`src/cdu_pkg.sv`:
```
// Package for the current DAC update scheduler: register addresses, field layout and reset values.
// Assumes an 8-bit special-function register space with byte addresses.
package cdu_pkg;
  localparam int DATA_W = 8;
  localparam int WORD_W = 12;
  localparam int ADDR_W = 8;
  // Register addresses in the special-function space.
  localparam logic [ADDR_W-1:0] ADDR_DAC0_CONTROL = 8'hb9;
  localparam logic [ADDR_W-1:0] ADDR_DAC1_CONTROL = 8'hb5;
  localparam logic [ADDR_W-1:0] ADDR_DAC0_DATA_HIGH = 8'h97;
  localparam logic [ADDR_W-1:0] ADDR_DAC0_DATA_LOW = 8'h96;
  localparam logic [ADDR_W-1:0] ADDR_DAC1_DATA_HIGH = 8'hf5;
  localparam logic [ADDR_W-1:0] ADDR_DAC1_DATA_LOW = 8'hf4;
  // Control register field positions.
  localparam int CTL_ENABLE_BIT = 7;
  localparam int CTL_SRC_HI = 6;
  localparam int CTL_SRC_LO = 4;
  localparam int CTL_RSVD_BIT = 3;
  localparam int CTL_RJST_BIT = 2;
  localparam int CTL_FS_HI = 1;
  localparam int CTL_FS_LO = 0;
  // Reset values and control write mask.
  localparam logic [DATA_W-1:0] CONTROL_RESET = 8'h73;
  localparam logic [DATA_W-1:0] DATA_RESET = 8'h00;
  localparam logic [DATA_W-1:0] CONTROL_WMASK = 8'hf7;
  // Update source encodings.
  localparam logic [2:0] SRC_TIMER0 = 3'h0;
  localparam logic [2:0] SRC_TIMER1 = 3'h1;
  localparam logic [2:0] SRC_TIMER2 = 3'h2;
  localparam logic [2:0] SRC_TIMER3 = 3'h3;
  localparam logic [2:0] SRC_RISE = 3'h4;
  localparam logic [2:0] SRC_FALL = 3'h5;
  localparam logic [2:0] SRC_ANY = 3'h6;
  localparam logic [2:0] SRC_WRITE = 3'h7;
  // Full-scale range encodings.
  localparam logic [1:0] FS_0P25MA = 2'h0;
  localparam logic [1:0] FS_0P5MA = 2'h1;
  localparam logic [1:0] FS_1MA = 2'h2;
  localparam logic [1:0] FS_2MA = 2'h3;
endpackage : cdu_pkg

```
`src/cdu_channel.sv`:
```
// One DAC channel: control register, held data bytes, trigger selection and input latch.
// Assumes single-cycle register writes and trigger pulses already on the system clock.
`timescale 1ns/100ps
module cdu_channel
  import cdu_pkg::*;
(
  input wire logic clock, // System clock.
  input wire logic rst_n, // Asynchronous reset, active low.
  input wire logic ctl_we, // Write strobe for the control register.
  input wire logic low_we, // Write strobe for the data low byte.
  input wire logic high_we, // Write strobe for the data high byte.
  input wire logic [DATA_W-1:0] wdata, // Write data.
  input wire logic [3:0] timer_ovf, // Timer overflow pulses, already mode-selected.
  input wire logic cnv_rise, // Rising edge pulse of conversion start.
  input wire logic cnv_fall, // Falling edge pulse of conversion start.
  output logic [DATA_W-1:0] control, // Control register read value.
  output logic [DATA_W-1:0] data_low, // Held low byte.
  output logic [DATA_W-1:0] data_high, // Held high byte.
  output logic [WORD_W-1:0] dac_word, // Input latch to the analog core.
  output logic enable, // Channel enable.
  output logic [1:0] full_scale, // Full-scale range code.
  output logic update // Pulse when the input latch loads.
);
  logic [DATA_W-1:0] ctl_r, ctl_nxt;
  logic [DATA_W-1:0] low_r, low_nxt;
  logic [DATA_W-1:0] high_r, high_nxt;
  logic [WORD_W-1:0] latch_r, latch_nxt;
  logic upd_r, upd_nxt;
  logic [2:0] src;
  logic trig;
  logic [WORD_W-1:0] word_from;

  // Next-state logic for registers, trigger and latch.
  always_comb begin
    ctl_nxt = ctl_r;
    low_nxt = low_r;
    high_nxt = high_r;
    src = ctl_r[CTL_SRC_HI:CTL_SRC_LO];
    if (ctl_we) begin
      ctl_nxt = wdata & CONTROL_WMASK;
    end
    if (low_we) begin
      low_nxt = wdata;
    end
    if (high_we) begin
      high_nxt = wdata;
    end
    // Trigger selection; the source in force before this cycle's control write applies.
    case (src)
      SRC_TIMER0: trig = timer_ovf[0];
      SRC_TIMER1: trig = timer_ovf[1];
      SRC_TIMER2: trig = timer_ovf[2];
      SRC_TIMER3: trig = timer_ovf[3];
      SRC_RISE: trig = cnv_rise;
      SRC_FALL: trig = cnv_fall;
      SRC_ANY: trig = cnv_rise | cnv_fall;
      default: trig = high_we;
    endcase
    // Justify the held bytes, including any byte written this very cycle.
    if (ctl_r[CTL_RJST_BIT]) begin
      word_from = {high_nxt[3:0], low_nxt};
    end else begin
      word_from = {high_nxt, low_nxt[7:4]};
    end
    latch_nxt = trig ? word_from : latch_r;
    upd_nxt = trig;
  end

  // Register stage.
  always_ff @(posedge clock or negedge rst_n) begin
    if (!rst_n) begin
      ctl_r <= CONTROL_RESET;
      low_r <= DATA_RESET;
      high_r <= DATA_RESET;
      latch_r <= '0;
      upd_r <= 1'b0;
    end else begin
      ctl_r <= ctl_nxt;
      low_r <= low_nxt;
      high_r <= high_nxt;
      latch_r <= latch_nxt;
      upd_r <= upd_nxt;
    end
  end

  // Outputs.
  assign control = ctl_r;
  assign data_low = low_r;
  assign data_high = high_r;
  assign dac_word = latch_r;
  assign enable = ctl_r[CTL_ENABLE_BIT];
  assign full_scale = ctl_r[CTL_FS_HI:CTL_FS_LO];
  assign update = upd_r;
endmodule : cdu_channel

```
`src/cdu_scheduler.sv`:
```
// Top of the two-channel current DAC update scheduler on the CPU register space.
// Assumes timer overflow pulses on the system clock and an asynchronous conversion-start pin.
`timescale 1ns/100ps
module cdu_scheduler
  import cdu_pkg::*;
(
  input wire logic clock, // System clock, 100 MHz.
  input wire logic rst_n, // Asynchronous reset, active low.
  input wire logic [ADDR_W-1:0] sfr_addr, // Register address.
  input wire logic [DATA_W-1:0] sfr_wdata, // Register write data.
  input wire logic sfr_we, // Write strobe, one cycle.
  input wire logic sfr_re, // Read strobe, one cycle.
  output logic [DATA_W-1:0] sfr_rdata, // Read data, registered.
  output logic sfr_hit, // Address maps to this block.
  input wire logic [1:0] timer_low_ovf, // Low-byte overflow pulses of timers 2 and 3.
  input wire logic [1:0] timer_high_ovf, // High-byte overflow pulses of timers 2 and 3.
  input wire logic [1:0] timer_split8, // Timers 2 and 3 run in 8-bit mode.
  input wire logic [1:0] timer01_ovf, // Overflow pulses of timers 0 and 1.
  input wire logic conversion_start_pin, // Asynchronous conversion-start pin.
  input wire logic output_merge_select, // Merge select from the reference control.
  output logic [WORD_W-1:0] current_dac_first_word, // First channel input latch.
  output logic [WORD_W-1:0] current_dac_second_word, // Second channel input latch.
  output logic [1:0] dac_enable, // Per-channel enable.
  output logic [1:0] dac0_full_scale, // First channel range code.
  output logic [1:0] dac1_full_scale, // Second channel range code.
  output logic [1:0] dac_update, // Per-channel latch-load pulse.
  output logic bias_request, // Request to the bias generator.
  output logic merge_active, // Both outputs routed to first pin.
  output logic second_on_own_pin // Second output on its own pin.
);
  logic [1:0] cnv_sync_r, cnv_sync_nxt;
  logic cnv_prev_r, cnv_prev_nxt;
  logic cnv_rise, cnv_fall;
  logic [3:0] timer_ovf;
  logic [DATA_W-1:0] rdata_r, rdata_nxt;
  logic [1:0] ctl_we, low_we, high_we;
  logic [DATA_W-1:0] ch_ctl [2];
  logic [DATA_W-1:0] ch_low [2];
  logic [DATA_W-1:0] ch_high [2];
  logic [WORD_W-1:0] ch_word [2];
  logic [1:0] ch_fs [2];
  logic hit;

  // Timer 2 and 3 overflow selection by counting mode.
  assign timer_ovf[1:0] = timer01_ovf;
  assign timer_ovf[2] = timer_split8[0] ? timer_low_ovf[0] : timer_high_ovf[0];
  assign timer_ovf[3] = timer_split8[1] ? timer_low_ovf[1] : timer_high_ovf[1];

  // Pin synchroniser and edge detector; only the second stage is observed.
  always_comb begin
    cnv_sync_nxt = {cnv_sync_r[0], conversion_start_pin};
    cnv_prev_nxt = cnv_sync_r[1];
  end

  always_ff @(posedge clock or negedge rst_n) begin
    if (!rst_n) begin
      cnv_sync_r <= 2'b00;
      cnv_prev_r <= 1'b0;
    end else begin
      cnv_sync_r <= cnv_sync_nxt;
      cnv_prev_r <= cnv_prev_nxt;
    end
  end

  assign cnv_rise = cnv_sync_r[1] & ~cnv_prev_r;
  assign cnv_fall = ~cnv_sync_r[1] & cnv_prev_r;

  // Address decode of write strobes.
  always_comb begin
    ctl_we = 2'b00;
    low_we = 2'b00;
    high_we = 2'b00;
    hit = 1'b1;
    if (sfr_addr == ADDR_DAC0_CONTROL) begin
      ctl_we[0] = sfr_we;
    end else if (sfr_addr == ADDR_DAC1_CONTROL) begin
      ctl_we[1] = sfr_we;
    end else if (sfr_addr == ADDR_DAC0_DATA_LOW) begin
      low_we[0] = sfr_we;
    end else if (sfr_addr == ADDR_DAC0_DATA_HIGH) begin
      high_we[0] = sfr_we;
    end else if (sfr_addr == ADDR_DAC1_DATA_LOW) begin
      low_we[1] = sfr_we;
    end else if (sfr_addr == ADDR_DAC1_DATA_HIGH) begin
      high_we[1] = sfr_we;
    end else begin
      hit = 1'b0;
    end
  end

  assign sfr_hit = hit;

  // Two identical channels, each with its own control register.
  for (genvar ch = 0; ch < 2; ch++) begin : g_ch
    cdu_channel u_channel (
      .clock(clock),
      .rst_n(rst_n),
      .ctl_we(ctl_we[ch]),
      .low_we(low_we[ch]),
      .high_we(high_we[ch]),
      .wdata(sfr_wdata),
      .timer_ovf(timer_ovf),
      .cnv_rise(cnv_rise),
      .cnv_fall(cnv_fall),
      .control(ch_ctl[ch]),
      .data_low(ch_low[ch]),
      .data_high(ch_high[ch]),
      .dac_word(ch_word[ch]),
      .enable(dac_enable[ch]),
      .full_scale(ch_fs[ch]),
      .update(dac_update[ch])
    );
  end

  // Read mux; unmapped addresses read zero.
  always_comb begin
    rdata_nxt = rdata_r;
    if (sfr_re) begin
      if (sfr_addr == ADDR_DAC0_CONTROL) begin
        rdata_nxt = ch_ctl[0];
      end else if (sfr_addr == ADDR_DAC1_CONTROL) begin
        rdata_nxt = ch_ctl[1];
      end else if (sfr_addr == ADDR_DAC0_DATA_LOW) begin
        rdata_nxt = ch_low[0];
      end else if (sfr_addr == ADDR_DAC0_DATA_HIGH) begin
        rdata_nxt = ch_high[0];
      end else if (sfr_addr == ADDR_DAC1_DATA_LOW) begin
        rdata_nxt = ch_low[1];
      end else if (sfr_addr == ADDR_DAC1_DATA_HIGH) begin
        rdata_nxt = ch_high[1];
      end else begin
        rdata_nxt = DATA_RESET;
      end
    end
  end

  always_ff @(posedge clock or negedge rst_n) begin
    if (!rst_n) begin
      rdata_r <= DATA_RESET;
    end else begin
      rdata_r <= rdata_nxt;
    end
  end

  // Outputs to the analog core and pin routing.
  assign sfr_rdata = rdata_r;
  assign current_dac_first_word = ch_word[0];
  assign current_dac_second_word = ch_word[1];
  assign dac0_full_scale = ch_fs[0];
  assign dac1_full_scale = ch_fs[1];
  assign bias_request = |dac_enable;
  assign merge_active = (&dac_enable) & output_merge_select;
  assign second_on_own_pin = dac_enable[1] & ~merge_active;
endmodule : cdu_scheduler

```
`config.mk`:
```
export PLATFORM = sky130hd
export DESIGN_NAME = cdu_scheduler
export DESIGN_NICKNAME = d
export VERILOG_FILES = /design/src/cdu_pkg.sv /design/src/cdu_channel.sv /design/src/cdu_scheduler.sv
export SDC_FILE = /design/constraint.sdc
export NUM_CORES = 1
export LEC_CHECK = 0
export BUFFER_PORTS_ARGS = -buffer_cell sky130_fd_sc_hd__clkbuf_2
export CORE_UTILIZATION = 57
export CTS_CLUSTER_SIZE = 12
export DETAILED_ROUTE_END_ITERATION = 16
export PLACE_DENSITY = 0.8
export SETUP_SLACK_MARGIN = 0.05
export SYNTH_ARGS = -nofsm -noshare
export SYNTH_HDL_FRONTEND = slang
export SYNTH_SLANG_ARGS = --single-unit
```
`constraint.sdc`:
```
create_clock -name clock -period 2.55 [get_ports clock]
set_clock_uncertainty 0.2 [all_clocks]
set_input_delay 0.51 -clock clock [delete_from_list [all_inputs] [get_ports clock]]
set_output_delay 0.51 -clock clock [all_outputs]
set_load 0.005 [all_outputs]
```
# Word-level counts from Yosys, hierarchy flattened
# Index checks and enable logic that the tools add are counted.
[word_totals] reg_bits=83 latchBits=0 ram_bits=0 mem_bits_ro=0 in_bits=30 output_inout_bits=44 word_cells=81 memories=0
[classes] addsub=0 mul=0 div_mod_pow=0 magnitude_cmp=0 eq_ne=18 shift=0 muxes=38 n_bitwise=8 n_reduce_logical=4
[ops] operator="$mux 8" count=10
[ops] operator="$eq 8x8->1 const B" count=6
[ops] operator="$mux 12" count=2
[ops] operator="$mux 1" count=19
[ops] operator="$eq 3x3->1 const B" count=6
[ops] operator="$pmux 1 s7" count=2
[ops] operator="$eq 3x2->1 const B" count=4
[ops] operator="$mux 2" count=5
[ops] operator="$eq 3x1->1 const B" count=2
[ops] operator="$logic_not 3->1" count=2
[ops] operator="$and 1x1->1" count=4
[ops] operator="$not 1->1" count=3
[ops] operator="$reduce_and 2->1" count=1
[ops] operator="$reduce_or 2->1" count=1
[ops] operator="$or 1x1->1" count=1

# Depth between registers and ports, before layout
[logic_depth] ltp_word=9 depth_mapped=8 depth_no_buf=7

# Modules after synthesis
# From an unflattened synthesis, not the netlist that was laid out.
[hier_totals] cells_unflattened=355 hier_area_um2=4236.6
[modules_own_cells] module="cdu_channel" instances=2 cells_each=118 area_each_um2=1601.5 seq_area_each_um2=907.1
[modules_own_cells] module="cdu_scheduler" instances=1 cells_each=119 area_each_um2=1033.5 seq_area_each_um2=275.3

# Worst setup path after synthesis
# Ideal clock, no wire load.
[synth_timing] kind="input to register" from="input sfr_addr[3]" to="register g_ch[0].u_channel.latch_r[10]" setup_ns=0.125 arrival_ns=2.036 required_time_ns=2.225 path_slack_ns=0.189 stages=6 path_buffers=1 cell_sequence="nand3b_1 -> nor4_4 -> o211a_1 -> o22a_2 -> buf_6 -> mux2_2"
[synth_between] elab_cells_between_ends=11 cone_classes="4 x eq/ne; 7 x mux"
[synth_lines] item="from (decl)" line_no="cdu_scheduler.sv:9" text="input wire logic [ADDR_W-1:0] sfr_addr,"
[synth_lines] item="$eq 8x8->1" line_no="cdu_scheduler.sv:80" text="end else if (sfr_addr == ADDR_DAC0_DATA_HIGH) begin"
[synth_lines] item="$mux 1" line_no="cdu_scheduler.sv:80"
[synth_lines] item="$mux 2" line_no="cdu_scheduler.sv:78" text="end else if (sfr_addr == ADDR_DAC0_DATA_LOW) begin"
[synth_lines] item="$mux 2" line_no="cdu_scheduler.sv:76" text="end else if (sfr_addr == ADDR_DAC1_CONTROL) begin"
[synth_lines] item="$mux 2 (*)" line_no="cdu_scheduler.sv:74" text="if (sfr_addr == ADDR_DAC0_CONTROL) begin"
[synth_lines] item="$pmux 1 s7 (*)" line_no="cdu_channel.sv:49" text="case (src)"
[synth_lines] item="net g_ch[0].u_channel.trig" line_no="cdu_channel.sv:30" text="logic trig;"
[synth_lines] item="to (signal assigned)" line_no="cdu_channel.sv:81" text="latch_r <= latch_nxt;"
[synth_lines] item="to (decl)" line_no="cdu_channel.sv:27" text="logic [WORD_W-1:0] latch_r, latch_nxt;"
# Mark *: on every way through the listed nets, which the timed path passes. The rest lies on a longest branch.
# A chain may end at the register's enable or synchronous reset.

# Worst setup path after layout
[layout_timing] from="input sfr_addr[2]" to="output sfr_hit"
[layout_between] elab_chain_cells=7 elab_cells_between_ends=12 cone_classes="6 x eq/ne; 6 x mux"
[layout_rtl] item="$eq 8x8->1" line_no="cdu_scheduler.sv:84" text="end else if (sfr_addr == ADDR_DAC1_DATA_HIGH) begin"
[layout_rtl] item="$mux 1" line_no="cdu_scheduler.sv:84"
[layout_rtl] item="$mux 1" line_no="cdu_scheduler.sv:82" text="end else if (sfr_addr == ADDR_DAC1_DATA_LOW) begin"
[layout_rtl] item="$mux 1" line_no="cdu_scheduler.sv:80"
[layout_rtl] item="$mux 1" line_no="cdu_scheduler.sv:78"
[layout_rtl] item="$mux 1" line_no="cdu_scheduler.sv:76"
[layout_rtl] item="$mux 1 (*)" line_no="cdu_scheduler.sv:74"
[layout_rtl] item="to (decl)" line_no="cdu_scheduler.sv:14" text="output logic sfr_hit,"
# Every way passes the cells marked *; elsewhere a longest branch is shown, timed or not.

==> results.json <==
{
  "globalplace.congestion": 0.874,
  "rsz0062_at_grt": "false",
  "status": "completed",
  "antenna_found_initial": 0,
  "cts_root_buffer": "clkbuf_8",
  "maxCapViolations": 0,
  "yosys_most_used_dff": "dfrtp_1",
  "cts_made_buffers": 9,
  "pwr_density_cell_mw_per_mm2": 561,
  "hp-start": "conversion_start_pin",
  "portBuffers": 73,
  "grt_pass1_vias": 3252,
  "synth_top_area_share_pct": 39.8,
  "crit_path_max_fanout": 8,
  "finalSetupViolations": 0,
  "hold_viol": 0,
  "slew_violations": 0,
  "fill_cells": 603,
  "r2r_cells": 7,
  "yosys.area.top_type": "dfrtp_1",
  "crit_start": "sfr_addr[2]",
  "cp_cell_sequence": "clkbuf_2 -> nor2b_1 -> buf_4 -> o211ai_1 -> nand3_1 -> clkbuf_2",
  "min_to": "cnv_sync_r[0]",
  "pin_count": 74,
  "worst-path-buf-inv": 3,
  "hp-class": "primary input to register",
  "holdWs_ps": 54.9,
  "clk_pin_slew_worst_paths_ps": 90,
  "layout.cells.non_filler": 579,
  "vias_per_cell": 6.00,
  "final_common_cell": "dfrtp_1",
  "max_stage_delay_ps": 300,
  "drive_above_1_share_pct": 42.6,
  "period_share_pct": 88.1,
  "start_util_pct": 59.1,
  "crit_type": "primary input to primary output",
  "synthesis.area_mm2": 0.00459,
  "ys_ff_latch": 83,
  "min_path_cells": 1,
  "clock-sinks": 83,
  "die_area_mm2": 0.00842,
  "routed_wl_mm": 10.4,
  "synth_cell_types": 45,
  "max-vdd-ir-drop_mv": 0.337,
  "row_count": 32,
  "cp-end-kind": "primary output",
  "clkLatencyLatePin_ps": 350,
  "r2r_start": "cnv_sync_r[1]",
  "synthTopCellsByArea": "dfrtp_1 (40%), mux2_2 (15%), mux2i_1 (5.9%)",
  "cts_tree": "done",
  "arrival_ps": 1540,
  "layout_common_cells": "dfrtp_1 (73), clkbuf_2 (72), mux2_2 (62), mux2i_1 (27), o21ai_0 (26)",
  "n_antenna_cell": 0,
  "synth-edff-count": 0,
  "vias": 3474,
  "die_w_um": 91.8,
  "cp-start-kind": "primary input",
  "coreArea_mm2": 0.00777,
  "cpMostUsedCell": "clkbuf_2",
  "post_drt_wl_per_cell_um": 18.0,
  "tns_ps": 0,
  "async_reset_ff_share_pct": 100,
  "period_minus_slack_ps": 2250,
  "power.total_w": 0.00296,
  "grt.overflow.total": 0,
  "drtIter0Drc": 234,
  "die_y_um": 91.8,
  "syn_nets": 436,
  "syn_inst": 404,
  "synth_area_per_cell_um2": 11.4,
  "post-route-drc-count": 0,
  "ant_nets": 0,
  "reg2reg_to": "g_ch[1].u_channel.dac_word[1]",
  "crit_required_ps": 1840,
  "clock_path_buffers": 2,
  "place_hpwl_mm": 7.28,
  "grt_pass1_wl_mm": 16.8,
  "yosysWarnings": 0,
  "slew-limit-headroom_pct": 33.9,
  "htreeDepth": 3,
  "post_cts_buffers": 0,
  "dp_cells": 562,
  "grt_usage_pct": 25.8,
  "crit_family": "buffers and inverters",
  "grt_max_degree": 47,
  "finalCoreUtilization_pct": 68.0,
  "areaGrowthSynthToFinish_pct": 15.1,
  "reg2reg_slack_ps": 330,
  "drtPass1Iterations": 5,
  "fin_nets": 504,
  "slowest_stage": "nor2b_1",
  "synth_seq_area_share_pct": 45.5,
  "max_freq_mhz": 445,
  "p_leak_nw": 2.61,
  "tightest_slew_ps": 992
}
## synth_stat cells, types with 3 or more instances
master     instances
mux2_4            11
mux2i_1           27
nand2_1           17
nand2b_1          11
dfrtp_1           73
o2bb2ai_1          7
nor2b_1           11
nand3_1            4
inv_1             11
a211oi_1          11
o21ai_0           26
a221oi_1           7
buf_4              9
a21oi_1           23
buf_1              4
nor2_1            19
and3_1             3
mux2_2            62
o221a_2            6
nand4_1            3
nor3_1             5
buf_2              6
dfstp_2           10
clkbuf_1          13
## sequential cells by signal, indices dropped and copies added, names as in the netlist
name	count
g_ch.u_channel.data_high	16
g_ch.u_channel.control	14
g_ch.u_channel.dac_word	24
cnv_sync_r	2
g_ch.u_channel.data_low	16
cnv_prev_r	1
g_ch.u_channel.update	2
sfr_rdata	8
## routing by layer
layer | track usage [%] | vias up | part of all wire, % | wire [um]
met2 | 42.0 | 130 | 49 | 5140
met5 | 0 | - | 0 | 0
met1 | 35.4 | 1724 | 44 | 4580
met4 | 9.38 | 0 | 2.0 | 213
met3 | 3.40 | 18 | 4.8 | 499
li1 | - | 1602 | - | -
## power breakdown
part	leakage [nW]	internal (W)	switching, W
Sequential	1.09	0.00140	0.0000719
Clock	0.108	0.000578	0.000485
Combinational	1.41	0.000219	0.000206
## what timing repair did
item | 4_1_cts | 5_1_grt
hold buffers | 1 | 0
gates resized for setup | 0 | 0
endpoints found under the hold margin | 34 | 0
## worst max path at each step
stage                                                 to  cells past startpoint
after floorplan           g_ch[0].u_channel.dac_word[10]                      6
after global placement     g_ch[0].u_channel.dac_word[6]                      7
after detailed placement   g_ch[0].u_channel.dac_word[7]                      7
after CTS                                        sfr_hit                      6
after global routing                             sfr_hit                      6
final                                            sfr_hit                      6
## final cells by class
type / instances / area, um^2 / share of cell area (%)
clock inverter: 6 / 88.8 / 1.68
tap: 102 / 128 / 2.42
clock buffer: 10 / 138 / 2.60
inverter: 11 / 41.3 / 0.781
multi-input combinational: 276 / 2270 / 42.9
timing repair buffer: 91 / 531 / 10.0
sequential: 83 / 2090 / 39.5
## logic make-up (layout without fill, tap and decap cells)
kind of cell    Yosys count  after routing  synth area share, %
fa+ha+maj                 2              2                0.545
mux                     102            102                 25.4
compound gates           88             88                 12.9
flops                    83             83                 45.5
simple gates             84             84                 10.5
buf+inv                  45            118                 5.10
## per-stage QoR
stage	area, um^2	setup WS [ps]
5_1_grt	5280	210
4_1_cts	5280	314
3_5_place_dp	5050	57.9
3_3_place_gp	5050	103
2_1_floorplan	4590	189
6_report	5280	303
No activity file was read; power rests on OpenSTA's default activity.
